[config.mk]
export PLATFORM = sky130hd
export DESIGN_NAME = txl_xlate_top
export DESIGN_NICKNAME = d
export VERILOG_FILES = /design/src/txl_pkg.sv /design/src/txl_reg_if.sv /design/src/txl_xlate_top.sv /design/src/txl_table_mem.sv /design/src/txl_apb_fe.sv
export SDC_FILE = /design/constraint.sdc
export NUM_CORES = 1
export LEC_CHECK = 0
export BUFFER_PORTS_ARGS = -buffer_cell sky130_fd_sc_hd__buf_2
export CAP_MARGIN = 0
export CORE_ASPECT_RATIO = 1.25
export CORE_UTILIZATION = 62
export DETAILED_ROUTE_END_ITERATION = 16
export GPL_TIMING_DRIVEN = 1
export PLACE_DENSITY = 0.8
export SLEW_MARGIN = 20
export SYNTH_ARGS = -nofsm -noshare
export SYNTH_HDL_FRONTEND = slang
export SYNTH_SLANG_ARGS = --single-unit
[constraint.sdc]
create_clock -name clk_in -period 18.1 [get_ports clk_in]
set_input_delay 2.715 -clock clk_in [delete_from_list [all_inputs] [get_ports clk_in]]
set_output_delay 2.715 -clock clk_in [all_outputs]
set_load 0.05 [all_outputs]
[src/txl_pkg.sv]
// package: constants of the transmit translation table register block
`default_nettype none
package txl_pkg;

  // ------------------------------------------------------------------
  // register indices and byte addresses (index times four)
  // ------------------------------------------------------------------
  localparam logic [11:0] SEL_IDX  = 12'h41b;
  localparam logic [11:0] DATA_IDX = 12'h41c;
  localparam logic [11:0] STAT_IDX = 12'h41d;
  localparam int          ADDR_W   = 16;
  localparam logic [15:0] SEL_ADDR  = {2'h0, SEL_IDX, 2'h0};
  localparam logic [15:0] DATA_ADDR = {2'h0, DATA_IDX, 2'h0};
  localparam logic [15:0] STAT_ADDR = {2'h0, STAT_IDX, 2'h0};

  // ------------------------------------------------------------------
  // field positions, codes and reset values
  // ------------------------------------------------------------------
  localparam int          DIR_BIT     = 7;
  localparam int          ACTIVE_BIT  = 7;
  localparam int          CHAN_W      = 6;
  localparam int          ATM_W       = 5;
  localparam logic [5:0]  GROUP_BASE  = 6'h20;
  localparam logic [5:0]  CODE_UNUSED = 6'h30;
  localparam int          ATM_DEPTH   = 32;
  localparam int          CHAN_DEPTH  = 48;
  localparam logic [7:0]  SEL_RST     = 8'h00;
  localparam logic [5:0]  ATM_RST     = 6'h30;
  localparam logic [5:0]  CHAN_RST    = 6'h00;
  localparam int          STAT_SELOK  = 0;
  localparam int          STAT_REJECT = 1;

  // register chosen by the bus decoder
  typedef enum logic [1:0] {
    REG_NONE = 2'b00,
    REG_SEL  = 2'b01,
    REG_DATA = 2'b10,
    REG_STAT = 2'b11
  } txl_reg_e;

endpackage
`default_nettype wire

[src/txl_reg_if.sv]
// interface: register strobes between the bus front end and the table core
`timescale 1ns/1ps
`default_nettype none
interface txl_reg_if;
  import txl_pkg::*;
  txl_reg_e   reg_id;   // register decoded from the bus address
  logic       wr_en;    // one-cycle write strobe
  logic [7:0] wdata;    // write data, low byte of the bus
  logic [7:0] rdata;    // read value of reg_id

  modport fe   (output reg_id, output wr_en, output wdata, input rdata);
  modport core (input reg_id, input wr_en, input wdata, output rdata);
endinterface
`default_nettype wire

[src/txl_xlate_top.sv]
// transmit translation table: indirect select/data register pair over APB
//
// The APB interface to the registers was decided locally.
`timescale 1ns/1ps
`default_nettype none
module txl_xlate_top #(
  parameter int NUM_PORTS  = 32,
  parameter int NUM_GROUPS = 16
) (
  input  wire logic                       clk_in,
  input  wire logic                       sys_rst_in,
  input  wire logic                       psel_in,
  input  wire logic                       penable_in,
  input  wire logic                       pwrite_in,
  input  wire logic [txl_pkg::ADDR_W-1:0] paddr_in,
  input  wire logic [31:0]                pwdata_in,
  output logic      [31:0]                prdata_out,
  output logic                            pready_out,
  output logic                            pslverr_out
);
  import txl_pkg::*;

  // ------------------------------------------------------------------
  // build check: only the three product sizes are served
  // ------------------------------------------------------------------
  if (!((NUM_PORTS == 2  && NUM_GROUPS == 2) ||
        (NUM_PORTS == 4  && NUM_GROUPS == 4) ||
        (NUM_PORTS == 32 && NUM_GROUPS == 16))) begin : g_bad
    $error("unsupported port and group count");
  end

  localparam logic [6:0] PORT_LIM  = 7'(NUM_PORTS);
  localparam logic [6:0] GROUP_LIM = 7'(GROUP_BASE) + 7'(NUM_GROUPS);

  txl_reg_if rif ();

  // ------------------------------------------------------------------
  // bus front end
  // ------------------------------------------------------------------
  txl_apb_fe u_fe (
    .clk_in      (clk_in),
    .sys_rst_in  (sys_rst_in),
    .psel_in     (psel_in),
    .penable_in  (penable_in),
    .pwrite_in   (pwrite_in),
    .paddr_in    (paddr_in),
    .pwdata_in   (pwdata_in),
    .prdata_out  (prdata_out),
    .pready_out  (pready_out),
    .pslverr_out (pslverr_out),
    .rif         (rif)
  );

  logic [7:0]        sel_r;
  logic              reject_r;
  logic [CHAN_W-1:0] atm_rd;
  logic [CHAN_W-1:0] chan_rd;

  // ------------------------------------------------------------------
  // selection decode
  // ------------------------------------------------------------------
  wire              dir_rev  = sel_r[DIR_BIT];
  wire [ATM_W-1:0]  atm_idx  = sel_r[ATM_W-1:0];
  wire [CHAN_W-1:0] chan_idx = sel_r[CHAN_W-1:0];
  // a channel exists only if this build has that port or group
  wire chan_ok = ({1'b0, chan_idx} < PORT_LIM) ||
                 (({1'b0, chan_idx} >= 7'(GROUP_BASE)) &&
                  ({1'b0, chan_idx} < GROUP_LIM));
  wire sel_ok  = dir_rev ? chan_ok : 1'b1;

  // ------------------------------------------------------------------
  // data write checks: the code written for an ATM address
  // ------------------------------------------------------------------
  wire [CHAN_W-1:0] code_in = rif.wdata[CHAN_W-1:0];
  wire code_ok = ({1'b0, code_in} < PORT_LIM) ||
                 (({1'b0, code_in} >= 7'(GROUP_BASE)) &&
                  ({1'b0, code_in} < GROUP_LIM)) ||
                 (code_in == CODE_UNUSED);
  wire data_wr = rif.wr_en && (rif.reg_id == REG_DATA);
  wire atm_we  = data_wr && !dir_rev && code_ok;
  wire chan_we = data_wr && dir_rev && chan_ok;
  wire [CHAN_W-1:0] chan_wd = {rif.wdata[ACTIVE_BIT],
                               rif.wdata[ATM_W-1:0]};

  // selection register write steers both tables
  always_ff @(posedge clk_in or posedge sys_rst_in) begin
    if (sys_rst_in) begin
      sel_r <= SEL_RST;
    end else if (rif.wr_en && rif.reg_id == REG_SEL) begin
      sel_r <= rif.wdata;
    end
  end

  // refused data writes are reported rather than silently dropped
  always_ff @(posedge clk_in or posedge sys_rst_in) begin
    if (sys_rst_in) begin
      reject_r <= 1'b0;
    end else if (data_wr) begin
      reject_r <= !(atm_we || chan_we);
    end
  end

  // ------------------------------------------------------------------
  // the two direction tables; unset addresses start as not-this-device
  // ------------------------------------------------------------------
  txl_table_mem #(
    .W       (CHAN_W),
    .DEPTH   (ATM_DEPTH),
    .AW      (ATM_W),
    .RST_VAL (ATM_RST)
  ) u_atm_tab (
    .clk_in      (clk_in),
    .sys_rst_in  (sys_rst_in),
    .wr_en_in    (atm_we),
    .wr_addr_in  (atm_idx),
    .wr_data_in  (code_in),
    .rd_addr_in  (atm_idx),
    .rd_data_out (atm_rd)
  );

  txl_table_mem #(
    .W       (CHAN_W),
    .DEPTH   (CHAN_DEPTH),
    .AW      (CHAN_W),
    .RST_VAL (CHAN_RST)
  ) u_chan_tab (
    .clk_in      (clk_in),
    .sys_rst_in  (sys_rst_in),
    .wr_en_in    (chan_we),
    .wr_addr_in  (chan_idx),
    .wr_data_in  (chan_wd),
    .rd_addr_in  (chan_idx),
    .rd_data_out (chan_rd)
  );

  // ------------------------------------------------------------------
  // read mux; ignored bits and absent channels read zero
  // ------------------------------------------------------------------
  wire [7:0] atm_view  = {2'b00, atm_rd};
  wire [7:0] chan_view = chan_ok ?
                         {chan_rd[ATM_W], 2'b00, chan_rd[ATM_W-1:0]} :
                         8'h00;
  wire [7:0] data_view = dir_rev ? chan_view : atm_view;
  wire [7:0] stat_view = {6'h00, reject_r, sel_ok};

  assign rif.rdata = (rif.reg_id == REG_SEL)  ? sel_r     :
                     (rif.reg_id == REG_DATA) ? data_view :
                     (rif.reg_id == REG_STAT) ? stat_view : 8'h00;

endmodule
`default_nettype wire

[src/txl_table_mem.sv]
// small flop memory with one write port and a registered read port
`timescale 1ns/1ps
`default_nettype none
module txl_table_mem #(
  parameter int              W       = 6,
  parameter int              DEPTH   = 32,
  parameter int              AW      = 6,
  parameter logic [W-1:0]    RST_VAL = '0
) (
  input  wire logic          clk_in,
  input  wire logic          sys_rst_in,
  input  wire logic          wr_en_in,
  input  wire logic [AW-1:0] wr_addr_in,
  input  wire logic [W-1:0]  wr_data_in,
  input  wire logic [AW-1:0] rd_addr_in,
  output logic      [W-1:0]  rd_data_out
);

  logic [W-1:0] ent [DEPTH];

  // build check: every entry must be reachable through the address port
  if (DEPTH < 1 || DEPTH > (1 << AW)) begin : g_bad
    $error("table depth does not fit the address width");
  end

  // ------------------------------------------------------------------
  // storage: one entry per index, reset to a known mapping
  // ------------------------------------------------------------------
  for (genvar i = 0; i < DEPTH; i++) begin : g_ent
    always_ff @(posedge clk_in or posedge sys_rst_in) begin
      if (sys_rst_in) begin
        ent[i] <= RST_VAL;
      end else if (wr_en_in && (wr_addr_in == AW'(i))) begin
        ent[i] <= wr_data_in;
      end
    end
  end

  // read register; holes beyond the depth read as zero
  always_ff @(posedge clk_in or posedge sys_rst_in) begin
    if (sys_rst_in) begin
      rd_data_out <= '0;
    end else if (32'(rd_addr_in) < DEPTH) begin
      rd_data_out <= ent[rd_addr_in];
    end else begin
      rd_data_out <= '0;
    end
  end

endmodule
`default_nettype wire

[src/txl_apb_fe.sv]
// APB slave front end: handshake, decode and read data register
`timescale 1ns/1ps
`default_nettype none
module txl_apb_fe (
  input  wire logic                      clk_in,
  input  wire logic                      sys_rst_in,
  input  wire logic                      psel_in,
  input  wire logic                      penable_in,
  input  wire logic                      pwrite_in,
  input  wire logic [txl_pkg::ADDR_W-1:0] paddr_in,
  input  wire logic [31:0]               pwdata_in,
  output logic      [31:0]               prdata_out,
  output logic                           pready_out,
  output logic                           pslverr_out,
  txl_reg_if.fe                          rif
);
  import txl_pkg::*;

  logic ack_r;
  logic [31:0] prdata_r;
  wire  access = psel_in & penable_in;
  wire  done   = access & ack_r;
  wire  mapped = (rif.reg_id != REG_NONE);

  // ------------------------------------------------------------------
  // address decode: only the three aligned words answer
  // ------------------------------------------------------------------
  assign rif.reg_id = (paddr_in == SEL_ADDR)  ? REG_SEL  :
                      (paddr_in == DATA_ADDR) ? REG_DATA :
                      (paddr_in == STAT_ADDR) ? REG_STAT : REG_NONE;
  assign rif.wdata  = pwdata_in[7:0];
  assign rif.wr_en  = done & pwrite_in & mapped;

  // one wait state, so the read data register has been loaded
  always_ff @(posedge clk_in or posedge sys_rst_in) begin
    if (sys_rst_in) begin
      ack_r <= 1'b0;
    end else begin
      ack_r <= access & ~ack_r;
    end
  end

  // read data captured in the first access cycle
  always_ff @(posedge clk_in or posedge sys_rst_in) begin
    if (sys_rst_in) begin
      prdata_r <= 32'h0;
    end else if (access && !ack_r && !pwrite_in) begin
      prdata_r <= mapped ? {24'h0, rif.rdata} : 32'h0;
    end
  end

  assign prdata_out  = prdata_r;
  assign pready_out  = ack_r;
  assign pslverr_out = ack_r & ~mapped;  // unmapped: error, no effect

endmodule
`default_nettype wire

# After elaboration in Yosys (flattened, before gate mapping)
# Index checks and enable logic that the tools add are counted.
# W data, S select, Z words.
# totals
input_bits	53
ff_bits	534
elab_cells	308
# classes
n_reduce_logical	101
mux	17
order_cmp	9
bitwise	10
eq_ne	85
# op_table
op	n
$eq A6 B6 Y1 const B	17
$eq A6 B5 Y1 const B	16
$logic_and A1 B1 Y1	90
$eq A5 B5 Y1 const B	16
$eq A16 B13 Y1 const B	3
$eq A6 B4 Y1 const B	8
$eq A5 B4 Y1 const B	8
$mux W8	5
$bmux W6 S6	1
$bmux W6 S5	1
$lt A6 B6 Y1 const B	5
$mux W6	5
$eq A6 B3 Y1 const B	4
$eq A5 B3 Y1 const B	4
$ge A6 B6 Y1 const B	3
$eq A6 B2 Y1 const B	2
$eq A5 B2 Y1 const B	2
$mux W2	4
$ge A7 B7 Y1 const B	1
$not A6 Y7	1
$and A1 B1 Y1	6
$eq A6 B1 Y1 const B	1
$logic_not A6 Y1	1
$not A5 Y6	1
other kinds (9)	17

# Longest topological paths before layout
# Gate-level depths: netlist of run 1.
# depth
ltp_word	11
depth_mapped	9
ltp_nobuf	5

# Modules after synthesis
# Synthesis of run 1 repeated with hierarchy kept, for this count alone.
# unflattened
cells_unflattened	1588
hier_area_um2	23958.0
# by_module_without_submodules
mod	area_each_um2	cells_each	n_inst
txl_table_mem (u_chan_tab)	13538.0	901	1
txl_table_mem (u_atm_tab)	9026.2	539	1
txl_apb_fe	777.0	88	1
txl_xlate_top	616.8	60	1

# Worst setup path before layout of run 1
# No wires, ideal clock.
# synth_path
kind	input port to output port
startpoint	input paddr_in[12] (netlist name)
endpoint	output pslverr_out
path_buffers	0
stages	4
t_required_ps	15385
setup_slack_ps	11564
arrival_ps	3821
cell_sequence	nor4b_4 nand3_1 nor3b_1 nor2b_1
# synth_between
elab_chain_len	7
# synth_rtl
item	line	source
start: declaration	txl_xlate_top.sv:15	input wire logic [txl_pkg::ADDR_W-1:0] paddr_in,
$eq A16 B13 Y1	txl_apb_fe.sv:30	(paddr_in == STAT_ADDR) ? REG_STAT : REG_NONE;
$mux W2	txl_apb_fe.sv:30	
$mux W2	txl_apb_fe.sv:29	(paddr_in == DATA_ADDR) ? REG_DATA :
$mux W2 (*)	txl_apb_fe.sv:28	assign rif.reg_id = (paddr_in == SEL_ADDR) ? REG_SEL :
$reduce_bool A2 Y1 (*)	txl_apb_fe.sv:23	wire mapped = (rif.reg_id != REG_NONE);
$not A1 Y1 (*)	txl_apb_fe.sv:54	assign pslverr_out = ack_r & ~mapped;
$and A1 B1 Y1 (*)	txl_apb_fe.sv:54	
end: declaration	txl_xlate_top.sv:19	output logic pslverr_out
# Mark *: on every way between the ends. The rest lies on a longest branch, timed or not.

# Final worst setup path of run 1
# layout_path
startpoint	input paddr_in[9] (netlist name)
endpoint	output pslverr_out
# The elaborated chain is that of the path after synthesis.

==> results.sh, run 1 <==
export IMPL_status="finished with violations"
export IMPL_violations="DRC"
export IMPL_ys_seq_area_frac=0.5244
export IMPL_rsz0062_at_grt="no"
export IMPL_hold_ws_ns=0.4787
export IMPL_max_stage_delay_ns=0.78
export IMPL_cts_max_level=2
export IMPL_finalWirelength_mm=54.98
export IMPL_cts_buffers=49
export IMPL_gp_congestion=0.8527
export IMPL_crit_slowest_cell="nor3b_1"
export IMPL_crit_type="in2out"
export IMPL_drt_iter0_drc=1132
export IMPL_end_kind="output pin"
export IMPL_placedCellCount=2094
export IMPL_dieArea_um2=40300
export IMPL_grt_pass1_wl_mm=86.92
export IMPL_synth_area_leaders="dfrtp_1 (46%), mux2_2 (20%), mux4_2 (8.7%)"
export IMPL_wl_per_cell_um=25.16
export IMPL_num_io_pins=87
export IMPL_maxSlewHeadroom=0.2432
export IMPL_antenna_found_initial=0
export IMPL_antenna_cells=0
export IMPL_coreArea_um2=39020
export IMPL_yosysTopAreaCellShare=0.4558
export IMPL_fp_dieW_um=179.8
export IMPL_crit_path_cell_trace="buf_2 -> nor4b_4 -> nand3_1 -> nor3b_1 -> nor2b_1 -> buf_2"
export IMPL_min_period_ns=7.415
export IMPL_ys_seq_elements=510
export IMPL_syn2layout_area_growth_pct=8.436
export IMPL_power_density_nw_per_um2=83.49
export IMPL_drv_slew=0
export IMPL_final_hold_violation_count=0
export IMPL_synth_cell_types=54
export IMPL_stdcell_count=2185
export IMPL_cts_max_path_buffers=3
export IMPL_initial_core_util=0.6276
export IMPL_cts_sinks=510
export IMPL_cp_arrival_ns=4.70
export IMPL_ant_nets=0
export IMPL_cts_hold_buffers=0
export IMPL_setup_tns_ns=0
export IMPL_grtUsageTotal=0.2814
export IMPL_hpwl_mm=34.86
export IMPL_cts_clk_slew_worst_paths_ns=0.06
export IMPL_nFillCells=2692
export IMPL_ir_drop_mv=0.08595
export IMPL_cts_tree="built"
export IMPL_grt_overflow_total=0
export IMPL_drc=5
export IMPL_nNetsFinal=1701
export IMPL_yosysWarnings=0
export IMPL_rrSetupSlack_ns=13.65
export IMPL_grt_pass1_vias=14801
export IMPL_cts_root_buf="clkbuf_16"
export IMPL_synthesis_area_um2=24490
export IMPL_fin_crit_sh=0.4097
export IMPL_synth_edf_count=0
export IMPL_clock_latency_ns=0.58
export IMPL_syn_inst=1652
export IMPL_avgSynthCellArea_um2=14.82
export IMPL_ys_flop_type="dfrtp_1"
export IMPL_synth_top_cell_by_area="dfrtp_1"
export IMPL_crit_top_cell="buf_2"
export IMPL_rows=81
export IMPL_worst_slew_pin_slew_ns=1.135
export IMPL_power_leakage_nw=12.53
export IMPL_cts_resized=0
export IMPL_hold_class="reg2reg"
export IMPL_drive_gt1_frac=0.4890
export IMPL_max_freq_mhz=134.9
export IMPL_post_cts_setup_buffers=0
export IMPL_vias_per_cell=6.456
export IMPL_dieHeight_um=224.2
export IMPL_dr_pass1_iters=11
export IMPL_async_reset_ff_frac=1.000
export IMPL_grt_max_degree=191
export IMPL_portBuffers=38
export IMPL_startpoint_type="input port"
export IMPL_worstPathMaxFanout=7
export IMPL_vias=14107
export IMPL_setup_violations=0
export IMPL_skew_ns=0.01878
export IMPL_cap_violations=0
export IMPL_cp_required_ns=15.39
==> routing by layer <==
metal / track usage / part of all wire / vias up
met5: 0 / 0 / -
met4: 0.1174 / 0.040 / 0
met3: 0.03707 / 0.046 / 112
met2: 0.4904 / 0.52 / 385
met1: 0.3563 / 0.40 / 7562
li1: - / - / 6048
==> logic make-up (layout without fill, tap and decap cells) <==
logic type / after synthesis / after routing / share of synthesized area
and+or+nand+nor: 235 / 235 / 0.07271
buffers and inverters: 146 / 158 / 0.02851
muxes: 672 / 672 / 0.3495
other: 1 / 24 / 0.0001531
AOI/OAI and AO/OA: 88 / 88 / 0.02463
DFF: 510 / 510 / 0.5244
==> Yosys cell counts (8+ instances only) <==
| cell | count |
|---|---|
| nor2_8 | 9 |
| buf_4 | 27 |
| mux2_2 | 445 |
| buf_2 | 31 |
| a22oi_1 | 17 |
| nand4_1 | 8 |
| a22o_1 | 8 |
| a21oi_1 | 14 |
| a221oi_1 | 10 |
| nor2b_1 | 12 |
| nor4_4 | 11 |
| clkbuf_1 | 67 |
| mux2_1 | 70 |
| nand2_1 | 65 |
| buf_1 | 15 |
| mux4_2 | 95 |
| nand3_1 | 23 |
| nor2_2 | 12 |
| mux2i_1 | 62 |
| o21ai_0 | 17 |
| nor2_4 | 21 |
| dfrtp_1 | 446 |
| dfstp_2 | 64 |
| nor2_1 | 21 |
| nand2b_1 | 11 |
==> cells in the final DEF, fill, tap and decap left out, types with 23 or more instances in the layout <==
cell type / Yosys / routed
mux2_2: 445 / 445
dfrtp_1: 446 / 443
mux4_2: 95 / 95
mux2_1: 70 / 70
nand2_1: 65 / 65
dfstp_2: 64 / 64
mux2i_1: 62 / 62
clkbuf_16: 0 / 49
buf_2: 31 / 38
conb_1: 1 / 24
buf_4: 27 / 24
nand3_1: 23 / 23
==> critical path: cells and delay by family <==
family                 cells  cell delay, ns
buffers and inverters      2            0.35
AND/OR/NAND/NOR            4            1.62
==> flip-flops by register name, summed over array words and instances, names as in the netlist <==
| register | flops |
|---|---|
| u_fe.pready_out | 1 |
| sel_r | 8 |
| u_fe.prdata_out | 8 |
| u_chan_tab.rd_data_out | 6 |
| reject_r | 1 |
| u_atm_tab.ent | 192 |
| u_chan_tab.ent | 288 |
| u_atm_tab.rd_data_out | 6 |
==> power by group <==
| part | leakage, nW | switching [W] | internal [W] |
|---|---|---|---|
| sequential | 6.88 | 0.000000227 | 0.00114 |
| clock | 0.797 | 0.000441 | 0.000572 |
| combinational | 4.85 | 0.0000563 | 0.00000723 |
| total | 12.5 | 0.000497 | 0.00172 |
==> final timing paths <==
path                                  endpoint          startpoint  cells after the start
max reg2reg                 u_atm_tab.ent[135]            sel_r[0]                      6
min in group asynchronous    u_atm_tab.ent[48]          sys_rst_in                      2
min reg2reg                 u_fe.prdata_out[5]  u_fe.prdata_out[5]                      2
max in group asynchronous  u_chan_tab.ent[218]          sys_rst_in                      5
min                         u_fe.prdata_out[5]  u_fe.prdata_out[5]                      2
max                                pslverr_out         paddr_in[9]                      6
==> cell type report <==
cell class              count  area (um^2)  share of cell area
clock buffers              70         1445             0.05442
flip-flops and latches    510        12850              0.4840
multi-input cells        1019        11030              0.4156
inverters                   3        18.77           0.0007068
repair buffers             65        429.2             0.01616
clock inverters            20        151.4            0.005702
well taps                 498        623.1             0.02347
==> through the flow <==
step	util	cell area, um^2	power [W]	setup slack [ns]
3_5_place_dp	0.6388	24930	0.001225	10.73
6_report	0.6805	26550	0.002217	10.69
4_1_cts	0.6797	26520	0.002231	10.72
3_3_place_gp	0.6388	24930	0.001223	10.75
2_1_floorplan	-	24570	0.001210	1.248
5_1_grt	0.6805	26550	0.002284	10.60
Note: power is estimated with default switching activity, not from simulation.
==> run 2, diff against run 1 <==
==> constraint.sdc (replaced) <==
create_clock -name clk_in -period 7.2 [get_ports clk_in]
set_input_delay 1.08 -clock clk_in [delete_from_list [all_inputs] [get_ports clk_in]]
set_output_delay 1.08 -clock clk_in [all_outputs]
set_load 0.05 [all_outputs]
==> run 2 against run 1 <==
  * The flow still finishes with violations (DRC)
  * Sequential share of layout area down 0.17 points
  * Clock-buffer cell count up 7
  * Sequential power rose to 2.5 times the previous value
  * First-iteration DRC count is 12% lower
  * Clock skew fell by 0.0033 ns
  * Largest power group unchanged
==> results.sh, run 2 (synthesis results as in run 1) <==
export IMPL_status="finished with violations"
export IMPL_violations="DRC"
export IMPL_fin_crit_sh=0.5802
export IMPL_cp_endpoint="pslverr_out"
export IMPL_rows=81
export IMPL_nNetsFinal=1702
export IMPL_worstPathMaxFanout=7
export IMPL_cts_max_level=2
export IMPL_clock_latency_ns=0.57
export IMPL_gp_congestion=0.8469
export IMPL_cts_sinks=510
export IMPL_finalWirelength_mm=55.02
export IMPL_fin_area_um2=26650
export IMPL_p_total_w=0.005677
export IMPL_vias=14004
export IMPL_r2r_start="sel_r[0]"
export IMPL_power_density_nw_per_um2=213.0
export IMPL_drc=6
export IMPL_mostFrequentLayoutCells="mux2_2 (445), dfrtp_1 (443), mux4_2 (95)"
export IMPL_cap_violations=0
export IMPL_portBuffers=38
export IMPL_maxSlewHeadroom=0.2386
export IMPL_power_leakage_nw=12.57
export IMPL_final_hold_violation_count=0
export IMPL_dr_pass1_iters=11
export IMPL_ir_drop_mv=0.2359
export IMPL_crit_path_start="paddr_in[14]"
export IMPL_wl_per_cell_um=25.16
export IMPL_worst_slew_pin_slew_ns=1.140
export IMPL_cts_tree="built"
export IMPL_largest_reg_flops=288
export IMPL_grt_pass1_vias=14782
export IMPL_antenna_found_initial=4
export IMPL_max_freq_mhz=239.4
export IMPL_p_int_w=0.004452
export IMPL_hold_class="reg2reg"
export IMPL_setup_violations=0
export IMPL_min_period_ns=4.177
export IMPL_rrSetupSlack_ns=3.48
export IMPL_cts_clk_slew_worst_paths_ns=0.06
export IMPL_cts_resized=0
export IMPL_cts_hold_buffers=0
export IMPL_combinationalPowerShare=0.028
export IMPL_syn2layout_area_growth_pct=8.829
export IMPL_dpl_cell_area_um2=24960
export IMPL_top_register="u_chan_tab.ent"
export IMPL_num_io_pins=87
export IMPL_cts_max_path_buffers=3
export IMPL_p_seq_frac=0.505
export IMPL_fp_dieW_um=179.8
export IMPL_drive_gt1_frac=0.4893
export IMPL_post_cts_setup_buffers=0
export IMPL_rsz0062_at_grt="no"
export IMPL_vias_per_cell=6.403
export IMPL_ant_nets=0
export IMPL_drt_iter0_drc=996
export IMPL_setup_tns_ns=0
export IMPL_p_switching_w=0.001225
export IMPL_cp_arrival_ns=3.10
export IMPL_hpwl_mm=35.17
export IMPL_grtUsageTotal=0.2841
export IMPL_drv_slew=0
export IMPL_cts_root_buf="clkbuf_16"
export IMPL_grt_max_degree=153
export IMPL_r2r_end="u_atm_tab.ent[108]"
export IMPL_dieHeight_um=224.2
export IMPL_cp_required_ns=6.12
export IMPL_skew_ns=0.01548
export IMPL_crit_type="in2out"
export IMPL_layout_commonest_cell="mux2_2"
export IMPL_coreArea_um2=39020
export IMPL_grt_overflow_total=0
export IMPL_initial_core_util=0.6276
export IMPL_cts_buffers=49
export IMPL_end_kind="output pin"
export IMPL_startpoint_type="input port"
export IMPL_grt_pass1_wl_mm=87.37
export IMPL_reg_top3="u_chan_tab.ent: 288 flops, u_atm_tab.ent: 192 flops"
export IMPL_ff2ff_path_depth=5
export IMPL_switching_share=0.2158
export IMPL_dieArea_um2=40300
export IMPL_clockPowerShare=0.467
## run 2: changes by cell type in the layout (fill, tap and decap cells not counted), sizes merged
cell,before,now
clkbuf,70,77
clkinv,14,8
bufinv,1,3
inv,6,4
buf,65,66
clkinvlp,2,1
diode,0,1
## run 2: cell type report
| type | count | area [um^2] |
|---|---|---|
| fillers | 2612 | 12370 |
| clock buffers | 77 | 1531 |
| multi-input cells | 1019 | 11040 |
| diodes | 1 | 2.502 |
| clock inverters | 13 | 151.4 |
| repair buffers | 66 | 437.9 |
| inverters | 3 | 15.01 |
| flip-flops and latches | 510 | 12850 |
| well taps | 498 | 623.1 |
## run 2: worst min-delay path by stage
| stage | cells past startpoint | endpoint | start |
|---|---|---|---|
| 3_3_place_gp | 1 | u_atm_tab.ent[78] | u_atm_tab.ent[78] |
| 4_1_cts | 1 | u_atm_tab.ent[78] | u_atm_tab.ent[78] |
| 2_1_floorplan | 1 | u_atm_tab.ent[54] | u_atm_tab.ent[54] |
| 6_report | 2 | u_fe.prdata_out[3] | u_fe.prdata_out[3] |
| 3_5_place_dp | 1 | u_atm_tab.ent[78] | u_atm_tab.ent[78] |
| 5_1_grt | 1 | u_atm_tab.ent[39] | u_atm_tab.ent[39] |
## run 2: metrics by stage
stage / hold WS [ns] / instances / util / setup slack, ns
after CTS: 0.4830 / 2186 / 0.6829 / 3.061
after floorplan: 0.4524 / 1675 / - / -0.7521
after detailed placement: 0.4687 / 2096 / 0.6397 / 2.765
after global routing: 0.5043 / 2186 / 0.6829 / 2.955
after global placement: 0.4619 / 2096 / 0.6397 / 2.806
final: 0.4835 / 2187 / 0.6830 / 3.023
## run 2: critical path, stage by stage
cell	delay, ns
buf_2	0.11
nor4_4	0.40
nand3_1	0.40
nor3b_1	0.76
nor2b_1	0.10
buf_2	0.24
## run 2: power groups by stage
stage,combinational (W),sequential [W],clock (W)
2_1_floorplan,0.000120,0.00292,0
3_3_place_gp,0.000156,0.00292,0
3_5_place_dp,0.000161,0.00292,0
4_1_cts,0.000162,0.00287,0.00269
5_1_grt,0.000177,0.00287,0.00281
6_report,0.000159,0.00287,0.00265
## run 2: routing by layer
layer  global-route usage  routed length [um]  vias up  share of wire
li1                     -                   -     6056              -
met1               0.3661               22100     7427           0.40
met2               0.4762               27870      374           0.51
met3              0.04780                2579      141          0.047
met4               0.1254                2426        6          0.044
met5                    0                  45        -        0.00082
